[src/pkg/prstc_pkg.sv]
//------------------------------------------------------------------------------
// Constants for the quick-poll status and 10Base-T operations registers.
//------------------------------------------------------------------------------
// Behaviour
// - Latch signal-lost high when the 100Base-TX receive signal drops; clear on read.
// - Latch lock-error high when the receive PLL fails to lock; clear on read.
// - Latch false-carrier high when a started evaluation lacks a J/K delimiter pair.
// - An erroneous in-packet symbol raises the MAC receive error and invalid-symbol flag.
// - A halt symbol in a packet is signalled to the MAC and latched.
// - Two consecutive idles inside a packet latch the premature-end flag.
// - The six 100Base receive error flags carry no meaning in 10Base-T mode.
// - Negotiation-complete reads one only when enabled, finished and partner registers valid.
// - In 100Base-TX mode signal-detect follows receive signal presence, not latched.
// - Quick-poll jabber bit behaves as the basic status jabber bit, 10Base-T only.
// - Quick-poll remote-fault bit behaves as the basic status remote-fault bit.
// - Quick-poll link bit behaves as the basic status link bit, latching low.
// - Auto-polarity-inhibit at one stops polarity correction; zero corrects automatically.
// - SQE-test-inhibit at one disables SQE test generation; zero is normal.
// - Link-loss-inhibit at one reports the 10Base-T link as always passed.
// - Remote-jabber latches high on receive jabber, clears on operations register read.
// - Polarity-reversed reads one while receive pins are swapped, else zero.
// - Jabber-inhibit at one skips the transmit jabber check; zero enables it.
// - Squelch-inhibit at one requires valid data then idle before declaring link.
package prstc_pkg;

	//--------------------------------------------------------------------------
	// Register addresses on the management interface.
	//--------------------------------------------------------------------------
	localparam logic [4:0]  PRSTC_REG_QUICK_POLL = 5'h11;
	localparam logic [4:0]  PRSTC_REG_TENBASE_OPS = 5'h12;

	//--------------------------------------------------------------------------
	// Quick-poll status field positions.
	//--------------------------------------------------------------------------
	localparam int          PRSTC_QP_SIG_LOST   = 10;
	localparam int          PRSTC_QP_LOCK_ERR   = 9;
	localparam int          PRSTC_QP_FALSE_CARR = 8;
	localparam int          PRSTC_QP_INV_SYM    = 7;
	localparam int          PRSTC_QP_HALT_SYM   = 6;
	localparam int          PRSTC_QP_PREM_END   = 5;
	localparam int          PRSTC_QP_AN_DONE    = 4;
	localparam int          PRSTC_QP_SIG_DET    = 3;
	localparam int          PRSTC_QP_JABBER     = 2;
	localparam int          PRSTC_QP_RFAULT     = 1;
	localparam int          PRSTC_QP_LINK       = 0;

	//--------------------------------------------------------------------------
	// 10Base-T operations field positions and reset value.
	//--------------------------------------------------------------------------
	localparam int          PRSTC_OPS_RJABBER   = 15;
	localparam int          PRSTC_OPS_POL_REV   = 14;
	localparam int          PRSTC_OPS_JAB_INH   = 5;
	localparam int          PRSTC_OPS_APOL_INH  = 3;
	localparam int          PRSTC_OPS_SQE_INH   = 2;
	localparam int          PRSTC_OPS_LLOSS_INH = 1;
	localparam int          PRSTC_OPS_SQL_INH   = 0;
	localparam logic [13:0] PRSTC_OPS_RESET     = 14'h0010;

	//--------------------------------------------------------------------------
	// Management frame fields and timing.
	//--------------------------------------------------------------------------
	localparam logic [5:0]  PRSTC_PREAMBLE_LEN  = 6'h20;
	localparam logic [1:0]  PRSTC_OP_READ       = 2'h2;
	localparam logic [1:0]  PRSTC_OP_WRITE      = 2'h1;
	localparam logic [5:0]  PRSTC_OP_LAST       = 6'h01;
	localparam logic [5:0]  PRSTC_ADDR_LAST     = 6'h04;
	localparam logic [5:0]  PRSTC_TA_LAST       = 6'h01;
	localparam logic [5:0]  PRSTC_DATA_LAST     = 6'h0F;
	localparam int          PRSTC_NUM_LH        = 9;

	typedef enum logic [2:0] {
		PRSTC_ST_PRE,
		PRSTC_ST_START,
		PRSTC_ST_OP,
		PRSTC_ST_PHY,
		PRSTC_ST_REG,
		PRSTC_ST_TA,
		PRSTC_ST_DATA
	} prstc_mdio_state_t;

endpackage : prstc_pkg
[src/design/prstc_latch.sv]
//------------------------------------------------------------------------------
// One latching status bit, high- or low-latching, cleared by a register read.
//------------------------------------------------------------------------------
module prstc_latch #(
	parameter bit LATCH_LOW = 1'b0
) (
	// Clock and reset.
	input  wire logic clk,
	input  wire logic rst_n,
	// Condition and read clear.
	input  wire logic cond,
	input  wire logic clr,
	// Held value.
	output logic      held
);

	logic next_held;

	// The event always wins over a clear in the same cycle, so nothing is lost.
	assign next_held = LATCH_LOW ? (cond & (held | clr)) : (cond | (held & ~clr));

	// Storage of the held value.
	always_ff @(posedge clk or negedge rst_n) begin
		if (!rst_n) begin
			held <= 1'b0;
		end else begin
			held <= next_held;
		end
	end

endmodule : prstc_latch

[src/design/prstc_rst_sync.sv]
//------------------------------------------------------------------------------
// Reset release synchroniser: asserts at once, releases after two edges.
//------------------------------------------------------------------------------
module prstc_rst_sync (
	// Clock and raw reset.
	input  wire logic clk,
	input  wire logic resetn,
	// Synchronised reset.
	output logic      rst_n
);

	logic stage;

	// Only the first stage takes a constant; the second copies it, so release is glitch free.
	always_ff @(posedge clk or negedge resetn) begin
		if (!resetn) begin
			stage <= 1'b0;
			rst_n <= 1'b0;
		end else begin
			stage <= 1'b1;
			rst_n <= stage;
		end
	end

endmodule : prstc_rst_sync

[src/design/prstc_top.sv]
//------------------------------------------------------------------------------
// Quick-poll status and 10Base-T operations registers behind the MDIO pins.
//------------------------------------------------------------------------------
module prstc_top #(
	parameter logic [4:0] PHY_ADDR = 5'h00
) (
	// Clock and reset.
	input  wire logic clk,
	input  wire logic resetn,
	// Serial management interface.
	input  wire logic mdc,
	input  wire logic mdio_in,
	output logic      mdio_out,
	output logic      mdio_oe,
	// Mode and negotiation state.
	input  wire logic speed_100,
	input  wire logic an_enable,
	input  wire logic an_done,
	input  wire logic partner_regs_valid,
	// 100Base receive path events.
	input  wire logic rx_signal_lost,
	input  wire logic pll_lock_fail,
	input  wire logic carrier_eval_done,
	input  wire logic carrier_jk_valid,
	input  wire logic rx_in_packet,
	input  wire logic sym_strobe,
	input  wire logic sym_invalid,
	input  wire logic sym_halt,
	input  wire logic sym_idle,
	input  wire logic signal_present,
	// Link, fault, jabber and polarity state.
	input  wire logic link_ok,
	input  wire logic remote_fault,
	input  wire logic tx_jabber,
	input  wire logic rx_jabber_seen,
	input  wire logic polarity_swapped,
	// Toward the MAC.
	output logic      mac_rx_error,
	// 10Base-T controls.
	output logic      jabber_check_inhibit,
	output logic      auto_polarity_inhibit,
	output logic      sqe_test_inhibit,
	output logic      link_loss_inhibit,
	output logic      squelch_inhibit
);

	//--------------------------------------------------------------------------
	// Reset, pin sampling and frame state.
	//--------------------------------------------------------------------------
	logic                         rst_n;
	logic                         mdc_q;
	prstc_pkg::prstc_mdio_state_t state;
	logic [5:0]                   cnt;
	logic [5:0]                   ones;
	logic [1:0]                   op;
	logic [4:0]                   phy;
	logic [4:0]                   regad;
	logic [15:0]                  shift;
	logic                         rd_hit;
	logic                         wr_hit;
	logic [13:0]                  ops;
	logic                         prev_idle;
	logic [prstc_pkg::PRSTC_NUM_LH-1:0] lh;
	logic [prstc_pkg::PRSTC_NUM_LH-1:0] ev;
	logic [prstc_pkg::PRSTC_NUM_LH-1:0] lh_clr;
	logic                         link_held;

	prstc_rst_sync u_rst_sync (
		.clk    (clk),
		.resetn (resetn),
		.rst_n  (rst_n)
	);

	//--------------------------------------------------------------------------
	// Event decode.
	//--------------------------------------------------------------------------
	wire logic mdc_rise   = mdc & ~mdc_q;
	wire logic in_pkt_sym = speed_100 & sym_strobe & rx_in_packet;
	wire logic link_cond;

	// The 100Base flags are gated off in 10Base-T mode, where they mean nothing.
	assign ev[0] = speed_100 & rx_signal_lost;
	assign ev[1] = speed_100 & pll_lock_fail;
	assign ev[2] = speed_100 & carrier_eval_done & ~carrier_jk_valid;
	assign ev[3] = in_pkt_sym & sym_invalid;
	assign ev[4] = in_pkt_sym & sym_halt;
	assign ev[5] = in_pkt_sym & sym_idle & prev_idle;
	assign ev[6] = ~speed_100 & tx_jabber & ~ops[prstc_pkg::PRSTC_OPS_JAB_INH];
	assign ev[7] = remote_fault;
	assign ev[8] = rx_jabber_seen;

	// A forced link pass only applies to the 10Base-T link.
	assign link_cond = speed_100 ? link_ok : (link_ok | ops[prstc_pkg::PRSTC_OPS_LLOSS_INH]);

	// Track the previous in-packet symbol so two idles in a row can be seen.
	always_ff @(posedge clk or negedge rst_n) begin
		if (!rst_n) begin
			prev_idle <= 1'b0;
		end else if (!rx_in_packet) begin
			prev_idle <= 1'b0;
		end else if (sym_strobe) begin
			prev_idle <= sym_idle;
		end
	end

	// The MAC sees invalid and halt symbols on its receive error line.
	always_ff @(posedge clk or negedge rst_n) begin
		if (!rst_n) begin
			mac_rx_error <= 1'b0;
		end else begin
			mac_rx_error <= ev[3] | ev[4];
		end
	end

	//--------------------------------------------------------------------------
	// Latching bits.
	//--------------------------------------------------------------------------
	wire logic next_is_qp;
	wire logic next_is_ops;
	wire logic phy_match;
	wire logic reg_final;
	wire logic clr_qp;
	wire logic clr_ops;
	wire logic [4:0] next_regad;

	assign next_regad  = {regad[3:0], mdio_in};
	assign phy_match   = (phy == PHY_ADDR);
	assign next_is_qp  = (next_regad == prstc_pkg::PRSTC_REG_QUICK_POLL);
	assign next_is_ops = (next_regad == prstc_pkg::PRSTC_REG_TENBASE_OPS);
	assign reg_final   = mdc_rise & (state == prstc_pkg::PRSTC_ST_REG)
	                   & (cnt == prstc_pkg::PRSTC_ADDR_LAST) & phy_match
	                   & (op == prstc_pkg::PRSTC_OP_READ);
	// The clear lands in the same cycle as the snapshot, so the read sees history.
	assign clr_qp      = reg_final & next_is_qp;
	assign clr_ops     = reg_final & next_is_ops;
	assign lh_clr      = {clr_ops, {(prstc_pkg::PRSTC_NUM_LH-1){clr_qp}}};

	// One high-latching cell per event flag.
	genvar gi;
	generate
		for (gi = 0; gi < prstc_pkg::PRSTC_NUM_LH; gi++) begin : g_lh
			prstc_latch #(
				.LATCH_LOW (1'b0)
			) u_lh (
				.clk   (clk),
				.rst_n (rst_n),
				.cond  (ev[gi]),
				.clr   (lh_clr[gi]),
				.held  (lh[gi])
			);
		end
	endgenerate

	// Link status latches low, as the basic status link bit does.
	prstc_latch #(
		.LATCH_LOW (1'b1)
	) u_link (
		.clk   (clk),
		.rst_n (rst_n),
		.cond  (link_cond),
		.clr   (clr_qp),
		.held  (link_held)
	);

	//--------------------------------------------------------------------------
	// Read data assembly.
	//--------------------------------------------------------------------------
	wire logic [15:0] rd_qp;
	wire logic [15:0] rd_ops;
	wire logic        an_complete;
	wire logic        sig_detect;

	assign an_complete = an_enable & an_done & partner_regs_valid;
	assign sig_detect  = speed_100 & signal_present;
	// Rate, duplex and progress bits live elsewhere and read as zero here.
	assign rd_qp  = {5'h00, lh[0], lh[1], lh[2], lh[3], lh[4], lh[5],
	                 an_complete, sig_detect, lh[6], lh[7], link_held};
	assign rd_ops = {lh[8], polarity_swapped, ops};

	//--------------------------------------------------------------------------
	// Management frame engine, advanced on each sampled MDC rising edge.
	//--------------------------------------------------------------------------
	wire logic [15:0] wdata = {shift[14:0], mdio_in};

	always_ff @(posedge clk or negedge rst_n) begin
		if (!rst_n) begin
			mdc_q <= 1'b0;
		end else begin
			mdc_q <= mdc;
		end
	end

	// Preamble suppression is not supported: every frame needs the full preamble.
	always_ff @(posedge clk or negedge rst_n) begin
		if (!rst_n) begin
			state    <= prstc_pkg::PRSTC_ST_PRE;
			cnt      <= 6'h00;
			ones     <= 6'h00;
			op       <= 2'h0;
			phy      <= 5'h00;
			regad    <= 5'h00;
			shift    <= 16'h0000;
			rd_hit   <= 1'b0;
			wr_hit   <= 1'b0;
			mdio_out <= 1'b0;
			mdio_oe  <= 1'b0;
		end else if (mdc_rise) begin
			case (state)
				prstc_pkg::PRSTC_ST_PRE: begin
					if (mdio_in) begin
						ones <= (ones == prstc_pkg::PRSTC_PREAMBLE_LEN) ? ones : ones + 6'h01;
					end else if (ones == prstc_pkg::PRSTC_PREAMBLE_LEN) begin
						state <= prstc_pkg::PRSTC_ST_START;
					end else begin
						ones <= 6'h00;
					end
				end
				prstc_pkg::PRSTC_ST_START: begin
					ones  <= 6'h00;
					cnt   <= 6'h00;
					state <= mdio_in ? prstc_pkg::PRSTC_ST_OP : prstc_pkg::PRSTC_ST_PRE;
				end
				prstc_pkg::PRSTC_ST_OP: begin
					op  <= {op[0], mdio_in};
					cnt <= cnt + 6'h01;
					if (cnt == prstc_pkg::PRSTC_OP_LAST) begin
						cnt   <= 6'h00;
						state <= prstc_pkg::PRSTC_ST_PHY;
					end
				end
				prstc_pkg::PRSTC_ST_PHY: begin
					phy <= {phy[3:0], mdio_in};
					cnt <= cnt + 6'h01;
					if (cnt == prstc_pkg::PRSTC_ADDR_LAST) begin
						cnt   <= 6'h00;
						state <= prstc_pkg::PRSTC_ST_REG;
					end
				end
				prstc_pkg::PRSTC_ST_REG: begin
					regad <= next_regad;
					cnt   <= cnt + 6'h01;
					if (cnt == prstc_pkg::PRSTC_ADDR_LAST) begin
						cnt    <= 6'h00;
						state  <= prstc_pkg::PRSTC_ST_TA;
						rd_hit <= reg_final & (next_is_qp | next_is_ops);
						wr_hit <= phy_match & next_is_ops & (op == prstc_pkg::PRSTC_OP_WRITE);
						shift  <= next_is_qp ? rd_qp : rd_ops;
					end
				end
				prstc_pkg::PRSTC_ST_TA: begin
					cnt <= cnt + 6'h01;
					if (cnt == prstc_pkg::PRSTC_TA_LAST) begin
						cnt   <= 6'h00;
						state <= prstc_pkg::PRSTC_ST_DATA;
						if (rd_hit) begin
							mdio_out <= shift[15];
							shift    <= {shift[14:0], 1'b0};
						end
					end else if (rd_hit) begin
						mdio_oe  <= 1'b1;
						mdio_out <= 1'b0;
					end
				end
				prstc_pkg::PRSTC_ST_DATA: begin
					cnt <= cnt + 6'h01;
					if (rd_hit) begin
						mdio_out <= shift[15];
						shift    <= {shift[14:0], 1'b0};
					end else begin
						shift <= wdata;
					end
					if (cnt == prstc_pkg::PRSTC_DATA_LAST) begin
						state    <= prstc_pkg::PRSTC_ST_PRE;
						cnt      <= 6'h00;
						ones     <= 6'h00;
						rd_hit   <= 1'b0;
						wr_hit   <= 1'b0;
						mdio_oe  <= 1'b0;
						mdio_out <= 1'b0;
					end
				end
				default: begin
					state <= prstc_pkg::PRSTC_ST_PRE;
				end
			endcase
		end
	end

	//--------------------------------------------------------------------------
	// 10Base-T operations control storage.
	//--------------------------------------------------------------------------
	wire logic ops_write = mdc_rise & wr_hit & (state == prstc_pkg::PRSTC_ST_DATA)
	                     & (cnt == prstc_pkg::PRSTC_DATA_LAST);

	// Reserved bits are stored as written; software is expected to keep them at default.
	always_ff @(posedge clk or negedge rst_n) begin
		if (!rst_n) begin
			ops <= prstc_pkg::PRSTC_OPS_RESET;
		end else if (ops_write) begin
			ops <= wdata[13:0];
		end
	end

	// Controls leave straight from the stored bits.
	assign jabber_check_inhibit  = ops[prstc_pkg::PRSTC_OPS_JAB_INH];
	assign auto_polarity_inhibit = ops[prstc_pkg::PRSTC_OPS_APOL_INH];
	assign sqe_test_inhibit      = ops[prstc_pkg::PRSTC_OPS_SQE_INH];
	assign link_loss_inhibit     = ops[prstc_pkg::PRSTC_OPS_LLOSS_INH];
	assign squelch_inhibit       = ops[prstc_pkg::PRSTC_OPS_SQL_INH];
endmodule : prstc_top

[config.mk]
export PLATFORM = sky130hd
export DESIGN_NAME = prstc_top
export DESIGN_NICKNAME = d
export VERILOG_FILES = /design/src/pkg/prstc_pkg.sv /design/src/design/prstc_latch.sv /design/src/design/prstc_rst_sync.sv /design/src/design/prstc_top.sv
export SDC_FILE = /design/constraint.sdc
export NUM_CORES = 1
export LEC_CHECK = 0
export BUFFER_PORTS_ARGS = -buffer_cell sky130_fd_sc_hd__buf_2
export CORE_MARGIN = 1.5
export CORE_UTILIZATION = 30
export DETAILED_ROUTE_END_ITERATION = 6
export PLACE_DENSITY = 0.44
export RECOVER_POWER = 50
export SETUP_SLACK_MARGIN = 0.02
export SLEW_MARGIN = 20
export SYNTH_ARGS = -nofsm -noshare
export SYNTH_HDL_FRONTEND = slang
export SYNTH_SLANG_ARGS = --single-unit
export TNS_END_PERCENT = 10
[constraint.sdc]
create_clock -name clk -period 3.96 [get_ports clk]
set_clock_uncertainty 0.05 [all_clocks]
set_input_delay 0.198 -clock clk [delete_from_list [all_inputs] [get_ports clk]]
set_output_delay 0.198 -clock clk [all_outputs]
set_load 0.05 [all_outputs]
* Word-level counts from Yosys, hierarchy flattened
Index checks and enable logic that the tools add are counted.
** Cells by class
- $add $sub $neg :: 2
- Multiply operators :: 0
- Divide/modulo/power cells :: 0
- Order comparisons :: 0
- Equality and inequality tests :: 26
- Shift-type cells :: 0
- Muxes and demuxes :: 40
- Bitwise logic cells :: 57
- Reduce and logical (&&, ||, !) cells :: 19
** Operator list (number)
- 16-bit two-way mux :: 4
- 16-bit one-hot mux with 3 select lines :: 1
- 6-bit two-way mux :: 7
- 1-bit bitwise AND :: 38
- 6-bit one-hot mux with 4 select lines :: 1
- 3-bit two-way mux :: 7
- 3-bit one-hot mux with 7 select lines :: 1
- 6-bit one-hot mux with 3 select lines :: 1
- 2-bit != test (second input constant) :: 8
- 1-bit two-way mux :: 13
- 1-bit OR :: 13
- 6-bit by 1-bit adder with 6-bit output (second input constant) :: 2
- 5-bit equality test (second input constant) :: 2
- 5-bit AND reduction :: 2
- 3-bit equality test (second input constant) :: 3
- 1-bit one-hot mux with 2 select lines :: 4
- 2-bit AND reduction :: 4
- 4-bit AND reduction :: 2
- 8-bit AND reduction :: 1
- 3-bit by 2-bit equality test with 1-bit output (second input constant) :: 2
- 6-bit by 1-bit equality test with 1-bit output (second input constant) :: 1
- 6-bit by 3-bit equality test with 1-bit output (second input constant) :: 1
- 6-bit by 4-bit equality test with 1-bit output (second input constant) :: 1
- 6-bit equality test (second input constant) :: 1
- other kinds (14) :: 24
** Storage, ports and cells
- Flip-flop bits (word level) :: 75
- Latch bits :: 0
- RAM bits :: 0
- ROM bits :: 0
- Input bits :: 23
- Output and inout port bits :: 8
- Logic and storage cells :: 171
- Memories kept :: 0

* Depth between registers and ports, before layout
Gate-level depths: netlist of run 1.
- Depth after elaboration :: 10
- Mapped depth :: 8
- Gate-level depth less buffers :: 7

* Cells and area by module
A second synthesis of run 1 with hierarchy kept.
** Unflattened totals
- Cells, all modules :: 372
- Area total of the unflattened synthesis :: 3877.5 um^2
** By module, submodules not included
- prstc_top :: instances 1, cells an instance 340, area each 3464.6 um^2, seq. area each 1577.8 um^2
- prstc_latch (g_lh[0].u_lh ...) :: instances 9, cells an instance 3, area each 36.3 um^2, seq. area each 25.0 um^2
- prstc_rst_sync :: instances 1, cells an instance 3, area each 53.8 um^2, seq. area each 50.0 um^2
- prstc_latch (u_link) :: instances 1, cells an instance 2, area each 32.5 um^2, seq. area each 25.0 um^2

* Worst setup path after synthesis of run 1
OpenSTA, ideal clock, no wires.
- Path type :: register to register
- From :: register cnt[0]
- To :: register ops[10]
- Setup time :: 125 ps
- Arrival :: 1778 ps
- Data required time :: 3785 ps
- Slack :: 2007 ps
- Cell stages (with the launch flop) :: 7
- Path buffers :: 1
- Clock period less this slack :: 1953 ps
- Path through :: dfrtp_1 -> ha_1 -> nand3_1 -> or2_2 -> nor2_2 -> buf_4 -> mux2_2
** Between the ends
- Word-level cells in the longest chain between the ends :: 2
** RTL lines
- start, declared :: line prstc_top.sv:53 : logic [5:0] cnt;
- start signal, assigned :: line prstc_top.sv:225 : cnt <= cnt + 6'h01;
- start signal, assigned :: line prstc_top.sv:233 : cnt <= cnt + 6'h01;
- start signal, assigned :: line prstc_top.sv:241 : cnt <= cnt + 6'h01;
- 6-bit by 4-bit equality test with 1-bit output :: line prstc_top.sv:293 : & (cnt == prstc_pkg::PRSTC_DATA_LAST);
- 1-bit bitwise AND :: line prstc_top.sv:293
- end signal, assigned :: line prstc_top.sv:298 : ops <= prstc_pkg::PRSTC_OPS_RESET;
- end signal, assigned :: line prstc_top.sv:300 : ops <= wdata[13:0];
- end, declared :: line prstc_top.sv:61 : logic [13:0] ops;
No other way between the ends.
A chain may end at the register's enable or synchronous reset.

* Final worst setup path of run 1
- From :: register state[2]
- To :: register ops[13]
** Between the ends
- Word-level cells in the longest chain between the ends :: 3
** RTL lines
- start, declared :: line prstc_top.sv:52 : prstc_pkg::prstc_mdio_state_t state;
- start signal, assigned :: line prstc_top.sv:196 : state <= prstc_pkg::PRSTC_ST_PRE;
- start signal, assigned :: line prstc_top.sv:213 : state <= prstc_pkg::PRSTC_ST_START;
- start signal, assigned :: line prstc_top.sv:221 : state <= mdio_in ? prstc_pkg::PRSTC_ST_OP : prstc_pkg::PRSTC_ST_PRE;
- 3-bit equality test :: line prstc_top.sv:292 : wire logic ops_write = mdc_rise & wr_hit & (state == prstc_pkg::PRSTC_ST_DATA)
- 1-bit bitwise AND :: line prstc_top.sv:292
- 1-bit bitwise AND :: line prstc_top.sv:293
No other way between the ends.

==> run metrics, run 1 <==
Syn Area/Cell=10.73 um^2; Peak VDD IR=0.0003267 V; Skew-Pair Late Insertion Delay=0.34 ns; pwr dens=515.7 nW/um^2; CTS tree=built; clock buffer depth=2; grt ovf=0; row cnt=41; buffers added on ports=30; Gate power share=between 15 and 20%; min setup slack post-route=1.433 ns; fill cell count=between 1000 and 1500; Hold Crit Endpoint=g_lh[6].u_lh.held$_DFF_PN0_; Worst setup EP type=register; synth cell count leaders=dfrtp_1 (74), nand2_1 (39), mux2_2 (31); WHS=0.03117 ns; pin count of the biggest net entering global routing=74; min-delay worst type=in -> reg; status=completed; Setup TNS=0 ns; YS warnings=0; leakage power=2.069 nW; Antenna diodes=0; Avg WL per Cell=15.26 um; vias in the first global route=2695; pre-CTS setup slack=around 1.4 ns; Cells after Synth=361; final WL=8684 um; Worst R2R Setup Slack=1.43 ns; Max Transition Viols Final=0; first-pass GRT wire length=14370 um; switching power=between 0.0007 and 0.0008 W; htree depth=3; initial drt markers=155; WP data required=4.13 ns; Ports=31; Post CTS Setup Buffer Count=0; critical path startpoint category=register; Synth area leaders=dfrtp_1 (48%), mux2_2 (9.0%), mux2_4 (3.9%); gr usage total=13.94%; Critical R2R Launch=state[2]$_DFFE_PN0P_; CP Max Fanout=23; syn nets=around 390; Switching Fraction=30.98%; top cell type's share of synthesized area=~48%; Root Driver=clkbuf_16; Yosys cell types=61; Area after DPL=4149 um^2; worst-margin pin slew=1.300 ns; DR pass1 iterations=4; Hold Crit Depth=2; main flop type after synthesis=dfrtp_1; routed via count=roughly 2800; r2r endpoint=ops[13]$_DFFE_PN0P_; Final period util=between 60% and 70%; core footprint=12620 um^2; Post-synth EDFFs=0; Via density=4.888; Yosys reg bits=75; number of buffers created by CTS=9; Slew headroom=13.30%; Tot Pwr=roughly 0.0023 W; Reg2Reg Depth=4; count leader, synth=dfrtp_1; post-layout instance area=4517 um^2; internal power=about 0.0016 W; DR DRC count=0; final hold violation count=0; Hold Crit Start=tx_jabber; Die Y=116.7 um; Die W=116.7 um; post-synthesis sequential area ratio=about half; FMAX=395.7 MHz; post-DP HPWL=roughly 6000 um; DIE AREA=13610 um^2; layout cells sized above 1=24.18%; Seq. cell area=1878 um^2; nets=420; P&R area growth vs syn=16.56%; Synth async-reset ratio=100.0%; CP arrival=2.70 ns; Crit. Startpoint=state[2]$_DFFE_PN0P_; Initial Utilization=30.71%; sequential power share=42.3%; clock transition at the registers of the reported paths=approximately 0.060 ns; crit path time final=2.527 ns; post-route ant nets=0; initial antenna violation count=0; RSZ-0062 raised after global routing=no; max_cap viols=0; Crit Path Category=reg -> reg; Clock Sinks=75; Cell Area, Synth=3875 um^2; setup violators final=0; Synth area leader=dfrtp_1; multi-input logic area=1868 um^2; RePlAce Congestion=roughly 0.79; Clock power frac=38.3%
==> area by class of cell <==
type | count | share of cell area (%)
tap | 172 | 4.765
timing repair buffer | 36 | 4.460
clock buffer | 12 | 5.457
inverter | 9 | 0.7479
multi-input combinational | 261 | 41.36
sequential | 75 | 41.58
clock inverter | 4 | 1.634
==> how the worst max path moves through the flow <==
stage	to	cells after the start
2_1_floorplan	cnt[0]$_DFFE_PN0P_	0
3_3_place_gp	ops[6]$_DFFE_PN0P_	5
3_5_place_dp	ops[6]$_DFFE_PN0P_	4
4_1_cts	ops[13]$_DFFE_PN0P_	4
5_1_grt	shift[13]$_DFFE_PN0P_	1
6_report	ops[13]$_DFFE_PN0P_	4
==> registers in the layout, indices dropped and copies added, names as in the netlist, 2 cells and up <==
signal,cells
shift,16
ops,14
g_lh.u_lh.held,9
cnt,6
ones,6
phy,5
regad,4
state,3
op,2
==> worst max-delay path: stages (launching register included) <==
cell	delay, ns
dfrtp_1	0.80
and3b_1	0.38
nand3_1	0.12
nor2_2	0.63
mux2_2	0.41
==> power groups by stage <==
stage	logic [W]	registers (W)	clock network (W)
after global routing	0.000511	0.00101	0.000953
after detailed placement	0.000440	0.00101	0
after floorplan	0.000402	0.000931	0
after global placement	0.000442	0.00101	0
after CTS	0.000447	0.000994	0.000921
final	0.000452	0.000984	0.000892
==> layout by cell type, fill, tap and decap left out, types with 5 or more instances in the layout <==
master and instances:
nor2b_1 5, dlygate4sd3_1 5, a31oi_1 12, buf_2 27, nor2_1 19, ha_1 5
o21ai_0 19, a22o_1 10, clkbuf_1 5, mux2_2 31, nand3_1 13, o211ai_1 5
nand2_1 39, inv_1 9, clkbuf_16 9, a21oi_1 7, dfrtp_1 74, nor3_1 7
nand2b_1 8, mux2_4 10, mux2i_1 7, nand3b_1 6
==> what timing repair did <==
item                                   in CTS  in global routing
endpoints found under the hold margin       6                  0
hold buffers                                5                  0
resized for setup                           0                  0
==> routing by layer <==
layer / wire, um / share of wire (%) / vias to the layer above / GRT usage [%]
met4: 92 / 1.1 / 0 / 4.096
met3: 282 / 3.2 / 7 / 4.567
li1: - / - / 1374 / -
met5: 0 / 0 / - / 0
met1: 4399 / 51 / 1371 / 19.30
met2: 3909 / 45 / 29 / 20.82
==> logic make-up after synthesis <==
group	Yosys count	share of synthesized area, %
flip-flops	75	48.47
AO/OA/AOI/OAI	77	13.56
other	1	0.09678
buffers and inverters	25	3.326
adder cells (fa/ha/maj)	5	1.614
AND/OR/NAND/NOR	127	17.57
XOR/XNOR	3	0.6782
multiplexers	48	14.69
==> metrics by stage <==
stage / util (%) / instances
global placement: 32.88 / 547
finish: 35.79 / 569
floorplan: - / 361
CTS: 35.81 / 568
detailed placement: 32.88 / 547
global route: 35.79 / 569
Power figures use the tool's default switching activity.
==> inputs of run 2 (changes only) <==
- clock period: 3.96 -> 2.4 ns (I/O delays scaled with it)
==> run 2 against run 1 <==
First-iteration DRC count increased by 8.4%. Utilization increased by 1.7 points. Final area increased by 4.8%. Non-clock buffer count increased by 19. Total power increased by 73%. Register-to-register slack got worse by 1.2 ns. Combinational power increased by 90%. Worst hold slack improved by 0.0058 ns. Sequential share of layout area decreased by 1.9 points. Count of clock-buffer cells in the layout unchanged. Setup slack got worse by 1.2 ns. Die area unchanged.
==> run metrics, run 2 (same netlist as run 1, synthesis figures left out) <==
final WL=8901 um (+2.5%); RSZ-0062 raised after global routing=no; leakage power=2.178 nW (+5.2%); layout cells sized above 1=25.72% (+1.5 points); Initial Utilization=30.71% (unchanged); row cnt=41 (unchanged); post-DP HPWL=6141 um (+5.2%); core footprint=12620 um^2 (unchanged); Worst setup EP type=register; Post CTS Setup Buffer Count=0 (unchanged); Top reg by flops=shift; WHS=0.03697 ns (+0.005799 ns); pin count of the biggest net entering global routing=45 (-39%); Peak VDD IR=0.0003709 V (+14%); Ports=31 (unchanged); Crit path depth=6 (+2); pwr dens=851.8 nW/um^2 (+65%); DR pass1 iterations=4 (unchanged); CTS tree=built; commonest non-fill, non-tap cells in the layout=dfrtp_1 (74), nand2_1 (39), mux2_2 (31), buf_2 (28); Largest register FFs=16 (unchanged); Max Transition Viols Final=0 (unchanged); gr usage total=14.36% (+0.42 points); DIE AREA=13610 um^2 (unchanged); P&R area growth vs syn=22.18%; buffers added on ports=30 (unchanged); initial drt markers=168 (+8.4%); first-pass GRT wire length=14770 um (+2.8%); Hold Crit Depth=3 (+1); Die Y=116.7 um (unchanged); grt ovf=0 (unchanged); CP Cell Sequence=ha_1, nand3_1, or3_1, a21oi_2, mux2i_1, o21ai_0; Skew-Pair Late Insertion Delay=0.34 ns (about the same); vias in the first global route=2809 (+4.2%); initial antenna violation count=0 (unchanged); Via density=4.867 (-0.41%); DR DRC count=0 (unchanged); Setup TNS=0 ns (unchanged); Reg2Reg Depth=6 (+2); post-route ant nets=0 (unchanged); setup violators final=0 (unchanged); WP data required=2.54 ns (-1.59 ns); GRT met1 Usage=20.28% (+0.98 points); final hold violation count=0 (unchanged); clock buffer depth=2 (unchanged); GRT busiest layer=met2; Antenna diodes=0 (unchanged); clock transition at the registers of the reported paths=0.06 ns (about the same); Slew headroom=17.14% (+3.8 points); most common cell after layout, fill and taps aside=dfrtp_1; crit path time final=2.211 ns (-0.3164 ns); post-CTS sizing=0 (unchanged); Crit Path Category=reg -> reg; Avg WL per Cell=15.14 um (-0.81%); met3 global-route usage=4.619% (+0.052 points); routed via count=2862 (+2.9%); FMAX=452.3 MHz (+14%); CP Max Fanout=8 (-65%); htree depth=3 (unchanged); Root Driver=clkbuf_16; status=completed; min-delay worst type=in -> reg; largest registers=shift: 16 flops, ops: 14 flops, g_lh.u_lh.held: 9 flops; M2 GR Usage=21.02% (+0.20 points); max_cap viols=0 (unchanged); slowest CP cell=or3_1; critical path startpoint category=register; Final period util=92.12% (+28 points); number of buffers created by CTS=9 (unchanged); nets=439 (+4.5%); Buf/Inv on CP=0 (unchanged); RePlAce Congestion=0.8257 (+3.9%); CP arrival=2.35 ns (-0.35 ns); worst-margin pin slew=1.243 ns (-0.05753 ns); Clock Sinks=75 (unchanged); Die W=116.7 um (unchanged); max incr delay on CP=0.45 ns (-0.35 ns); Top delay family on crit path=simple AND/OR/NAND/NOR gates
==> run 2: changes by cell type in the layout (fill, tap and decap cells not counted) <==
cell | previous run | this run
clkbuf_8 | 1 | 2
bufinv_16 | 2 | 3
buf_12 | 0 | 1
clkbuf_1 | 5 | 3
buf_4 | 0 | 8
clkbuf_4 | 0 | 1
clkinv_2 | 1 | 0
clkinv_4 | 1 | 0
clkbuf_2 | 1 | 0
buf_2 | 27 | 28
clkinvlp_4 | 0 | 1
dlygate4sd3_1 | 5 | 15
==> run 2: repair_timing <==
| item | in CTS | in global routing |
|---|---|---|
| hold buffers | 15 | 0 |
| endpoints found under the setup margin | 0 | 0 |
| hold endpoints to repair | 15 | 0 |
==> run 2: report_power, final <==
group          total, W  internal (W)  switching (W)
combinational  0.000859      0.000373       0.000486
sequential      0.00158       0.00140       0.000183
clock           0.00159       0.00107       0.000522
==> run 2: through the flow <==
stage | total power (W) | setup WS [ns] | cells | cell area [um^2] | util (%)
after CTS | 0.004088 | 0.1966 | 588 | 4753 | 37.67
after global routing | 0.004285 | 0.02500 | 588 | 4735 | 37.52
final | 0.004033 | 0.1891 | 588 | 4735 | 37.52
after detailed placement | 0.002448 | 0.2271 | 557 | 4249 | 33.67
after global placement | 0.002445 | 0.2540 | 557 | 4249 | 33.67
after floorplan | 0.002199 | 0.1084 | 361 | 3875 | -
==> run 2: final cells by class <==
cell class | count | area [um^2]
tap | 172 | 215.2
multi-input combinational | 261 | 1868
timing repair buffer | 55 | 385.4
fill | 1297 | 7885
sequential | 75 | 1878
clock inverter | 4 | 97.59
clock buffer | 12 | 256.5
inverter | 9 | 33.78
==> run 2: final timing paths <==
| kind | from | end | slack (ns) |
|---|---|---|---|
| max in group asynchronous | u_rst_sync.rst_n$_DFF_PN0_ | shift[14]$_DFFE_PN0P_ | 0.50 |
| min in group asynchronous | resetn | u_rst_sync.rst_n$_DFF_PN0_ | 0.05 |
| min | sym_strobe | prev_idle$_DFFE_PN0P_ | 0.04 |
| min reg2reg | u_rst_sync.stage$_DFF_PN0_ | u_rst_sync.rst_n$_DFF_PN0_ | 0.30 |
| max reg2reg | cnt[0]$_DFFE_PN0P_ | ones[4]$_DFFE_PN0P_ | 0.19 |
| max | cnt[0]$_DFFE_PN0P_ | ones[4]$_DFFE_PN0P_ | 0.19 |
==> run 2: tightest hold or removal path: stages <==
cell and delay [ns]:
buf_2 0.09, mux2i_1 0.06, nor2b_1 0.10
==> run 2: metal layers <==
metal | wire [um] | up-vias
li1 | - | 1406
met1 | 4591 | 1409
met2 | 3902 | 39
met3 | 308 | 8
met4 | 99 | 0
met5 | 0 | -
